`src/hw/can_irq_pkg.sv`:
```
package can_irq_pkg;
    // printed register positions are indices; byte address is four times the index
    localparam logic [7:0] enables_index = 8'h04;
    localparam logic [7:0] position_index = 8'h0b;
    localparam logic [7:0] flags_index = 8'h03;
    localparam logic [7:0] enables_addr = 8'h10;
    localparam logic [7:0] position_addr = 8'h2c;
    localparam logic [7:0] flags_addr = 8'h0c;
    // bit positions shared by enables and flags
    localparam int bus_fault_bit = 7;
    localparam int arb_loss_bit = 6;
    localparam int passive_state_bit = 5;
    localparam int wakeup_bit = 4;
    localparam int overrun_bit = 3;
    localparam int warning_bit = 2;
    localparam int tx_done_bit = 1;
    localparam int rx_full_bit = 0;
    localparam int pos_width = 5;
    localparam logic [7:0] enables_reset = 8'h00;
    localparam logic [7:0] flags_reset = 8'h00;
    localparam logic [4:0] position_reset = 5'h00;
endpackage : can_irq_pkg

```
`src/hw/can_irq_enable_arb_capture.sv`:
```
// Contract
// RL1: enable register at index 4, readable and writable, one bit per source.
// RL2: bit 7 set lets a bus error raise its interrupt.
// RL3: bit 6 set lets arbitration loss raise its interrupt.
// RL4: bit 5 set raises interrupt on each active/passive error state change.
// RL5: bit 4 set raises interrupt when the controller leaves sleep.
// RL6: bit 3 set raises interrupt when overrun status rises.
// RL7: bit 2 set raises interrupt on any error or bus status change.
// RL8: bit 1 set raises interrupt on transmit buffer released.
// RL9: bit 0 set requests receive interrupt while receive buffer full.
// RL10: clearing receive enable releases interrupt output high if nothing else pending.
// RL11: capture register at index 11 is read-only, top three bits zero.
// RL12: low five bits hold frame bit position of arbitration loss.
// RL13: on arbitration loss raise interrupt if enabled and capture position.
// RL14: captured value frozen until host reads it once, then re-armed.
// RL15: arbitration lost flag cleared by reading the flag register.
// RL16: no new arbitration lost interrupt before capture register is read.
// RL17: captured value is binary frame bit number 0 to 31.
// RL18: receive flag not cleared by flag read; follows fifo status.
// RL19: sleep attempt with bus activity or pending interrupt raises wake-up.
// RL20: interrupt output low while any enabled flag is pending, else high. Here a sticky flag stays set and holds irq_n low after its enable is cleared.
//
// Chosen here: the APB register port.
`timescale 1ns/1ps
`default_nettype none
module can_irq_enable_arb_capture (
    input wire logic pclk,
    input wire logic presetn,
    input wire logic psel,
    input wire logic penable,
    input wire logic pwrite,
    input wire logic [7:0] paddr,
    input wire logic [31:0] pwdata,
    output logic [31:0] prdata,
    output logic pready,
    output logic pslverr,
    input wire logic bus_error_evt,
    input wire logic arb_lost_evt,
    input wire logic [4:0] arb_lost_pos,
    input wire logic error_passive,
    input wire logic wakeup_evt,
    input wire logic sleep_request_evt,
    input wire logic bus_active,
    input wire logic overrun_status,
    input wire logic error_status,
    input wire logic bus_status,
    input wire logic tx_buf_released,
    input wire logic rx_fifo_not_empty,
    output logic irq_n
);
    logic [7:0] enables_reg, enables_next;
    logic [7:0] flags_reg, flags_next;
    logic [4:0] position_reg, position_next;
    logic armed_reg, armed_next;
    logic [4:0] prev_reg, prev_next; // passive, overrun, error, bus, tx
    logic [31:0] prdata_reg, prdata_next;
    logic pready_reg, pready_next;
    logic pslverr_reg, pslverr_next;
    logic irq_n_reg, irq_n_next;
    logic setup, access, wr, rd;
    logic [7:0] ev;
    logic arb_take;

    // address decode, used for both answer and side effects
    function automatic logic mapped(input logic [7:0] a);
        mapped = (a == can_irq_pkg::enables_addr) || (a == can_irq_pkg::position_addr)
            || (a == can_irq_pkg::flags_addr);
    endfunction : mapped

    // bus phases; read side effects only at the completing edge
    assign setup = psel && !penable;
    assign access = psel && penable && pready_reg;
    assign wr = access && pwrite && mapped(paddr);
    assign rd = access && !pwrite;
    // capture only while armed, so a second loss cannot overwrite the frozen value
    assign arb_take = arb_lost_evt && armed_reg;

    // source events before enable gating
    always_comb begin
        ev = 8'h00;
        ev[can_irq_pkg::bus_fault_bit] = bus_error_evt;
        ev[can_irq_pkg::arb_loss_bit] = arb_take; // [RL16]
        ev[can_irq_pkg::passive_state_bit] = error_passive != prev_reg[4]; // [RL4]
        ev[can_irq_pkg::wakeup_bit] = wakeup_evt
            || (sleep_request_evt && (bus_active || !irq_n_reg)); // [RL5] [RL19]
        ev[can_irq_pkg::overrun_bit] = overrun_status && !prev_reg[3]; // [RL6]
        ev[can_irq_pkg::warning_bit] = (error_status != prev_reg[2])
            || (bus_status != prev_reg[1]); // [RL7]
        ev[can_irq_pkg::tx_done_bit] = tx_buf_released && !prev_reg[0]; // [RL8]
    end

    // register file, flags, capture and interrupt output
    always_comb begin
        enables_next = enables_reg;
        flags_next = flags_reg;
        position_next = position_reg;
        armed_next = armed_reg;
        prev_next = {error_passive, overrun_status, error_status, bus_status, tx_buf_released};
        if (wr && paddr == can_irq_pkg::enables_addr) begin
            enables_next = pwdata[7:0]; // [RL1]
        end
        // flag read clears sticky flags; a new event in the same cycle wins
        if (rd && paddr == can_irq_pkg::flags_addr) begin
            flags_next = 8'h00; // [RL15]
        end
        flags_next = flags_next | (ev & enables_reg); // [RL2] [RL3] [RL13]
        // receive flag is a level, never sticky
        flags_next[can_irq_pkg::rx_full_bit] = rx_fifo_not_empty
            && enables_next[can_irq_pkg::rx_full_bit]; // [RL9] [RL18]
        if (rd && paddr == can_irq_pkg::position_addr) begin
            armed_next = 1'b1; // [RL14]
        end
        if (arb_take) begin
            position_next = arb_lost_pos; // [RL12] [RL13] [RL17]
            armed_next = 1'b0;
        end
        irq_n_next = ~|flags_next; // [RL10] [RL20]
    end

    // apb answer prepared in setup so outputs come from flops; zero wait states
    always_comb begin
        prdata_next = 32'h0000_0000;
        pready_next = setup;
        pslverr_next = setup && !mapped(paddr);
        if (setup && !pwrite) begin
            case (paddr)
                can_irq_pkg::enables_addr: prdata_next = {24'h00_0000, enables_reg}; // [RL1]
                can_irq_pkg::position_addr: prdata_next = {27'h000_0000, position_reg}; // [RL11]
                can_irq_pkg::flags_addr: prdata_next = {24'h00_0000, flags_reg};
                default: prdata_next = 32'h0000_0000;
            endcase
        end
    end

    always_ff @(posedge pclk or negedge presetn) begin
        if (!presetn) begin
            enables_reg <= can_irq_pkg::enables_reset;
            flags_reg <= can_irq_pkg::flags_reset;
            position_reg <= can_irq_pkg::position_reset;
            armed_reg <= 1'b1;
            prev_reg <= 5'h00;
            prdata_reg <= 32'h0000_0000;
            pready_reg <= 1'b0;
            pslverr_reg <= 1'b0;
            irq_n_reg <= 1'b1;
        end else begin
            enables_reg <= enables_next;
            flags_reg <= flags_next;
            position_reg <= position_next;
            armed_reg <= armed_next;
            prev_reg <= prev_next;
            prdata_reg <= prdata_next;
            pready_reg <= pready_next;
            pslverr_reg <= pslverr_next;
            irq_n_reg <= irq_n_next;
        end
    end

    assign prdata = prdata_reg;
    assign pready = pready_reg;
    assign pslverr = pslverr_reg;
    assign irq_n = irq_n_reg;

    a_enable_write: assert property (@(posedge pclk) disable iff (!presetn)
        wr && paddr == can_irq_pkg::enables_addr |=> enables_reg == $past(pwdata[7:0]))
        else $error("enable write not stored"); // [RL1]
    a_bus_fault_gate: assert property (@(posedge pclk) disable iff (!presetn)
        bus_error_evt && enables_reg[7] |=> flags_reg[7])
        else $error("bus fault flag missing"); // [RL2]
    a_arb_gate: assert property (@(posedge pclk) disable iff (!presetn)
        arb_lost_evt && armed_reg && !enables_reg[6] && !flags_reg[6] |=> !flags_reg[6])
        else $error("arb flag set while disabled"); // [RL3]
    a_passive_change: assert property (@(posedge pclk) disable iff (!presetn)
        enables_reg[5] && error_passive != $past(error_passive) |=> flags_reg[5])
        else $error("passive change not flagged"); // [RL4]
    a_overrun_rise: assert property (@(posedge pclk) disable iff (!presetn)
        enables_reg[3] && $rose(overrun_status) |=> flags_reg[3])
        else $error("overrun rise not flagged"); // [RL6]
    a_rx_level: assert property (@(posedge pclk) disable iff (!presetn)
        ##1 flags_reg[0] == $past(rx_fifo_not_empty && enables_next[0]))
        else $error("receive flag not following fifo"); // [RL9]
    a_irq_follow: assert property (@(posedge pclk) disable iff (!presetn)
        irq_n == ~|flags_reg)
        else $error("interrupt output mismatch"); // [RL20]
    a_capture_frozen: assert property (@(posedge pclk) disable iff (!presetn)
        !armed_reg && !(rd && paddr == can_irq_pkg::position_addr) |=> $stable(position_reg))
        else $error("capture changed while frozen"); // [RL14]
    a_capture_take: assert property (@(posedge pclk) disable iff (!presetn)
        arb_lost_evt && armed_reg |=> position_reg == $past(arb_lost_pos) && !armed_reg)
        else $error("position not captured"); // [RL13]
    a_no_rearm_irq: assert property (@(posedge pclk) disable iff (!presetn)
        !armed_reg ##1 !$past(rd && paddr == can_irq_pkg::position_addr)
        |-> !($rose(flags_reg[6])))
        else $error("arb interrupt before capture read"); // [RL16]
    a_flag_clear: assert property (@(posedge pclk) disable iff (!presetn)
        rd && paddr == can_irq_pkg::flags_addr && !arb_lost_evt |=> !flags_reg[6])
        else $error("arb flag not cleared by read"); // [RL15]
    a_reserved_zero: assert property (@(posedge pclk) disable iff (!presetn)
        prdata[31:5] == 27'h000_0000 || $past(paddr) != can_irq_pkg::position_addr)
        else $error("capture reserved bits nonzero"); // [RL11]

    // wake-up pulse reaches its flag when enabled
    a_wakeup_gate: assert property (@(posedge pclk) disable iff (!presetn) // [RL5]
        wakeup_evt && enables_reg[4] |=> flags_reg[4])
        else $error("wake-up flag missing");

    // sleep attempt while the bus is busy counts as wake-up
    a_sleep_busy: assert property (@(posedge pclk) disable iff (!presetn) // [RL19]
        sleep_request_evt && bus_active && enables_reg[4] |=> flags_reg[4])
        else $error("sleep during activity not flagged");

    // sleep attempt with an interrupt pending counts as wake-up
    a_sleep_pending: assert property (@(posedge pclk) disable iff (!presetn) // [RL19]
        sleep_request_evt && !irq_n && enables_reg[4] |=> flags_reg[4])
        else $error("sleep with pending irq not flagged");

    // masked wake-up leaves no trace
    a_wakeup_masked: assert property (@(posedge pclk) disable iff (!presetn) // [RL5]
        !enables_reg[4] && !flags_reg[4] |=> !flags_reg[4])
        else $error("wake-up flag set while disabled");

    // error status edge feeds the warning flag
    a_error_change: assert property (@(posedge pclk) disable iff (!presetn) // [RL7]
        enables_reg[2] && error_status != $past(error_status) |=> flags_reg[2])
        else $error("error status change not flagged");

    // bus status edge feeds the warning flag as well
    a_bus_change: assert property (@(posedge pclk) disable iff (!presetn) // [RL7]
        enables_reg[2] && bus_status != $past(bus_status) |=> flags_reg[2])
        else $error("bus status change not flagged");

    // buffer release edge raises transmit flag
    a_tx_release: assert property (@(posedge pclk) disable iff (!presetn) // [RL8]
        enables_reg[1] && $rose(tx_buf_released) |=> flags_reg[1])
        else $error("transmit release not flagged");

    // armed loss with enable set raises the flag
    a_arb_enabled: assert property (@(posedge pclk) disable iff (!presetn) // [RL3]
        arb_lost_evt && armed_reg && enables_reg[6] |=> flags_reg[6])
        else $error("arb flag missing");

    // masked bus error is dropped, not remembered
    a_bus_fault_mask: assert property (@(posedge pclk) disable iff (!presetn) // [RL2]
        bus_error_evt && !enables_reg[7] && !flags_reg[7] |=> !flags_reg[7])
        else $error("bus fault flag set while disabled");

    // masked passive change is dropped
    a_passive_mask: assert property (@(posedge pclk) disable iff (!presetn) // [RL4]
        !enables_reg[5] && !flags_reg[5] |=> !flags_reg[5])
        else $error("passive flag set while disabled");

    // masked overrun is dropped
    a_overrun_mask: assert property (@(posedge pclk) disable iff (!presetn) // [RL6]
        !enables_reg[3] && !flags_reg[3] |=> !flags_reg[3])
        else $error("overrun flag set while disabled");

    // receive flag follows its enable with no lag
    a_rx_masked: assert property (@(posedge pclk) disable iff (!presetn) // [RL10]
        !enables_reg[0] |-> !flags_reg[0])
        else $error("receive flag set while disabled");

    // flag read must not drop a full receive buffer
    a_rx_no_clear: assert property (@(posedge pclk) disable iff (!presetn) // [RL18]
        rd && paddr == can_irq_pkg::flags_addr && rx_fifo_not_empty && enables_next[0]
        |=> flags_reg[0])
        else $error("receive flag cleared by read");

    // loss while disarmed must not touch the frozen position
    a_disarmed_hold: assert property (@(posedge pclk) disable iff (!presetn) // [RL16]
        arb_lost_evt && !armed_reg |=> $stable(position_reg))
        else $error("capture overwritten while disarmed");

    // position read re-arms the capture
    a_rearm_read: assert property (@(posedge pclk) disable iff (!presetn) // [RL14]
        rd && paddr == can_irq_pkg::position_addr && !arb_lost_evt |=> armed_reg)
        else $error("capture not re-armed");

    // host write to the capture register is ignored
    a_position_ro: assert property (@(posedge pclk) disable iff (!presetn) // [RL11]
        wr && paddr == can_irq_pkg::position_addr && !arb_take |=> $stable(position_reg))
        else $error("capture register written");

    // enable readback returns the stored byte
    a_read_enables: assert property (@(posedge pclk) disable iff (!presetn) // [RL1]
        setup && !pwrite && paddr == can_irq_pkg::enables_addr
        |=> prdata == {24'h00_0000, $past(enables_reg)})
        else $error("enable readback wrong");

    // position readback returns the captured bits
    a_read_position: assert property (@(posedge pclk) disable iff (!presetn) // [RL12]
        setup && !pwrite && paddr == can_irq_pkg::position_addr
        |=> prdata == {27'h000_0000, $past(position_reg)})
        else $error("position readback wrong");

    // answer stands one cycle only
    a_ready_one: assert property (@(posedge pclk) disable iff (!presetn)
        pready |=> !pready)
        else $error("pready held too long");

    // zero wait states: setup always answered next cycle
    a_ready_answer: assert property (@(posedge pclk) disable iff (!presetn)
        setup |=> pready)
        else $error("no answer after setup");

    // unmapped offsets answer with an error
    a_unmapped_err: assert property (@(posedge pclk) disable iff (!presetn)
        setup && !mapped(paddr) |=> pslverr)
        else $error("unmapped access without error");
endmodule : can_irq_enable_arb_capture
`default_nettype wire

```
`config.mk`:
```
export PLATFORM = sky130hd
export DESIGN_NAME = can_irq_enable_arb_capture
export DESIGN_NICKNAME = d
export VERILOG_FILES = /design/src/hw/can_irq_pkg.sv /design/src/hw/can_irq_enable_arb_capture.sv
export SDC_FILE = /design/constraint.sdc
export NUM_CORES = 1
export LEC_CHECK = 0
export ABC_AREA = 1
export BUFFER_PORTS_ARGS = -buffer_cell sky130_fd_sc_hd__clkbuf_2
export CORE_MARGIN = 3
export CORE_UTILIZATION = 35
export CTS_CLUSTER_DIAMETER = 80
export DETAILED_ROUTE_END_ITERATION = 16
export PLACE_DENSITY = 0.75
export REMOVE_ABC_BUFFERS = 1
export SLEW_MARGIN = 10
export SYNTH_ARGS = -nofsm -noshare
export SYNTH_HDL_FRONTEND = slang
export SYNTH_SLANG_ARGS = --single-unit
```
`constraint.sdc`:
```
create_clock -name pclk -period 1.54 [get_ports pclk]
set_input_delay 0.308 -clock pclk [delete_from_list [all_inputs] [get_ports pclk]]
set_output_delay 0.308 -clock pclk [all_outputs]
set_load 0.02 [all_outputs]
```
==> summary.md <==
| Metric | Value |
|---|---|
| Run status | `complete, no violations` |
| Internal power | `0.00153 W` |
| Num rows | `25` |
| Skew-Pair Late Insertion Delay | `0.29 ns` |
| CP Launch Point | `pready` |
| Hold Path Depth | `1` |
| Crit path time final | `1.36 ns` |
| Final Hold Viols | `0` |
| RD Place Congestion | `0.801` |
| Synth Area per Inst | `9.04 µm²` |
| Startpoint Class | `flip-flop` |
| Unrepaired setup endpoints after global routing | `false` |
| Synth Register Bits | `38` |
| Worst r2r dst | `irq_n` |
| PostCTS Resize Cnt | `0` |
| Worst path top cell family by delay | `simple AND/OR/NAND/NOR gates` |
| Reg2reg start | `pready` |
| Gr usage total | `12.6%` |
| Number of nets with antenna violations after routing | `0` |
| Post-route design area | `2200 µm²` |
| Vias in the first global route | `about 1300` |
| Filler Cell Count | `between 400 and 500` |
| Setup CP Type | `flip-flop to flip-flop` |
| Grt ovf | `0` |
| XOR/XNOR share of the synthesized area | `0.964%` |
| Cts hold-fix bufs | `1` |
| WHS Endpoint | `prev_reg[3]` |
| Clk root buf | `clkbuf_8` |
| Drt wl/cell | `11.0 µm` |
| Clock slew at reported path FFs | `around 0.070 ns` |
| Mapped Cells | `201` |
| Antenna Cells | `0` |
| Clock buffer depth | `2` |
| H-tree lvl count | `2` |
| Synth Area in Compound Gates | `3.99%` |
| Synth warn | `0` |
| DPL Wire Length | `2830 µm` |
| Crit-path max FO | `7` |
| Count of pins over their slew limit | `0` |
| DR iter-0 viols | `43` |
| Synth Area in Simple Gates | `24.4%` |
| Die Span X | `78.1 µm` |
| TritonCTS clock tree | `done` |
| Final core occ | `45.0%` |
| # IOs | `96` |
| Initial antenna violation count | `0` |
| Die height | `78.1 µm` |
| Synthesized area | `~1800 µm²` |
| CP required | `between 1.5 and 2 ns` |
| Min-delay src | `overrun_status` |
| Distinct cells, synth | `23` |
| CP cell instances | `nand3_1 -> nor2_1 -> nand2_4 -> a21oi_1 -> nand3_1 -> nor2_1` |
| Largest net degree at the start of global routing | `19` |
| Placed inst area | `roughly 2100 µm²` |
| Flop-to-flop setup slack | `0.18 ns` |
| Footprint of the multi-input gates | `703 µm²` |
| Layout Cells excl Fill | `330` |
| CP max stage delay | `0.34 ns` |
| Starting Density | `a little under two fifths` |
| Nets | `around 320` |
| Cts bufs inserted | `5` |
| Largest family of logic cells by synthesized area | `simple AND/OR/NAND/NOR gates` |
| TritonRoute pass-1 iters | `4` |
| Mux cell area share after synthesis | `4.34%` |
| Core area | `4880 µm²` |
| PortBufs | `47` |
| Final worst path period share | `88.4%` |
| WP data arrival | `around 1.6 ns` |
| R2r worst-path depth | `6` |
| Power Density | `943 nW/µm²` |
| Crit path buf inv count | `0` |
| HP Class | `primary input to flip-flop` |
| Clk_skew | `around 0.008 ns` |
| Peak VDD IR | `around 0.5 mV` |
| # setup viols final | `0` |
| Seq/Total Area, Yosys | `52.4%` |
| Share of layout cells above drive strength 1 | `between 30% and 40%` |
| Routed vias | `1347` |
| TNS Setup | `0 ns` |
| Comb pwr share | `between 10 and 15%` |
| Fmax | `735 MHz` |
| Area Overhead vs Synth | `20.9%` |
| Die area | `around 6100 µm²` |
| Critical path's slowest cell | `dfrtp_1` |
| Final WL | `roughly 3600 µm` |
| # DRC | `0` |
| Power Total | `0.00207 W` |
| Vias/cell | `4.08` |
| Maxcap violations | `0` |
| CTS sink count | `38` |
| Area occupied by registers | `953 µm²` |
| Flop pwr share | `53.8%` |
| Setup crit end kind | `flip-flop` |
| Placed cells | `321` |
| Net Sw Power | `~0.00054 W` |
| Postcts setup bufs | `0` |
| First-pass GRT wire length | `5890 µm` |
| Synth Area in Adders | `0%` |
| Static leakage power | `1.28 nW` |
| Clock power frac | `33.4%` |
| Sw Share | `26.2%` |
Yosys cell counts:
cell,instances,area (µm²)
dfstp_2,2,52.6
nand2_1,60,225
o21ai_0,3,15.0
buf_4,24,180
inv_2,1,3.75
nand3_2,2,20.0
nor2_1,13,48.8
nand2_4,1,11.3
nor3_1,2,10.0
nor2_2,5,31.3
conb_1,1,3.75
nand3b_1,1,7.51
and3b_1,1,8.76
a21boi_0,1,7.51
a21oi_1,10,50.1
mux2_2,7,78.8
nand2_2,4,25.0
xnor2_1,2,17.5
nand3_1,6,30.0
dfrtp_1,36,901
nor2_8,1,20.0
or2_2,1,6.26
inv_1,17,63.8
placed cells by master (no fill, tap or decap), types with 6 or more instances in the layout:
master / instances
a21oi_1: 10
buf_4: 7
clkbuf_2: 47
clkbuf_8: 6
conb_1: 24
dfrtp_1: 36
inv_1: 17
mux2_2: 7
nand2_1: 60
nand3_1: 6
nor2_1: 13
metal layers:
layer  GRT usage (%)  share of wire [%]  vias to the layer above
met4            7.17                3.0                        0
li1                -                  -                      695
met5               0                  0                        -
met2            19.7                 46                       53
met1            15.6                 44                      586
met3            3.56                6.8                       13
through the flow:
step | hold slack (ns) | setup slack, ns
after floorplan | 0.0124 | 0.264
after global routing | 0.136 | 0.00239
final | 0.145 | 0.179
after CTS | 0.132 | 0.191
after global placement | 0.258 | 0.115
after detailed placement | 0.270 | 0.122
how the worst max path moves through the flow:
stage	end	slack, ns	cells after the start
after global routing	irq_n	0.002	8
final	irq_n	0.18	6
after CTS	irq_n	0.19	8
after floorplan	irq_n	0.26	8
after global placement	prdata[6]	0.12	8
after detailed placement	prdata[6]	0.12	8
power groups by stage:
stage	Clock [W]	Combinational, W	Sequential [W]
6_report	0.000692	0.000266	0.00111
5_1_grt	0.000762	0.000302	0.00112
3_3_place_gp	0	0.000257	0.00113
3_5_place_dp	0	0.000264	0.00113
4_1_cts	0.000717	0.000269	0.00111
2_1_floorplan	0	0.000144	0.00113
cell families (layout without fill, tap and decap cells):
group                     after synthesis  count (layout)
and+or+nand+nor                        97              97
buffers and inverters                  42              81
DFF                                    38              38
AOI/OAI and AO/OA                      14              14
muxes                                   7               7
xor gates and xnor gates                2               2
other                                   1              24
area by class of cell:
class	count	share of cell area, %
Sequential cell	38	43.4
Multi-Input combinational cell	144	32.0
Inverter	18	3.08
Clock buffer	7	3.93
Clock inverter	1	0.228
Tap cell	67	3.82
Timing Repair Buffer	55	13.6
No activity file was read; power rests on OpenSTA's default activity.
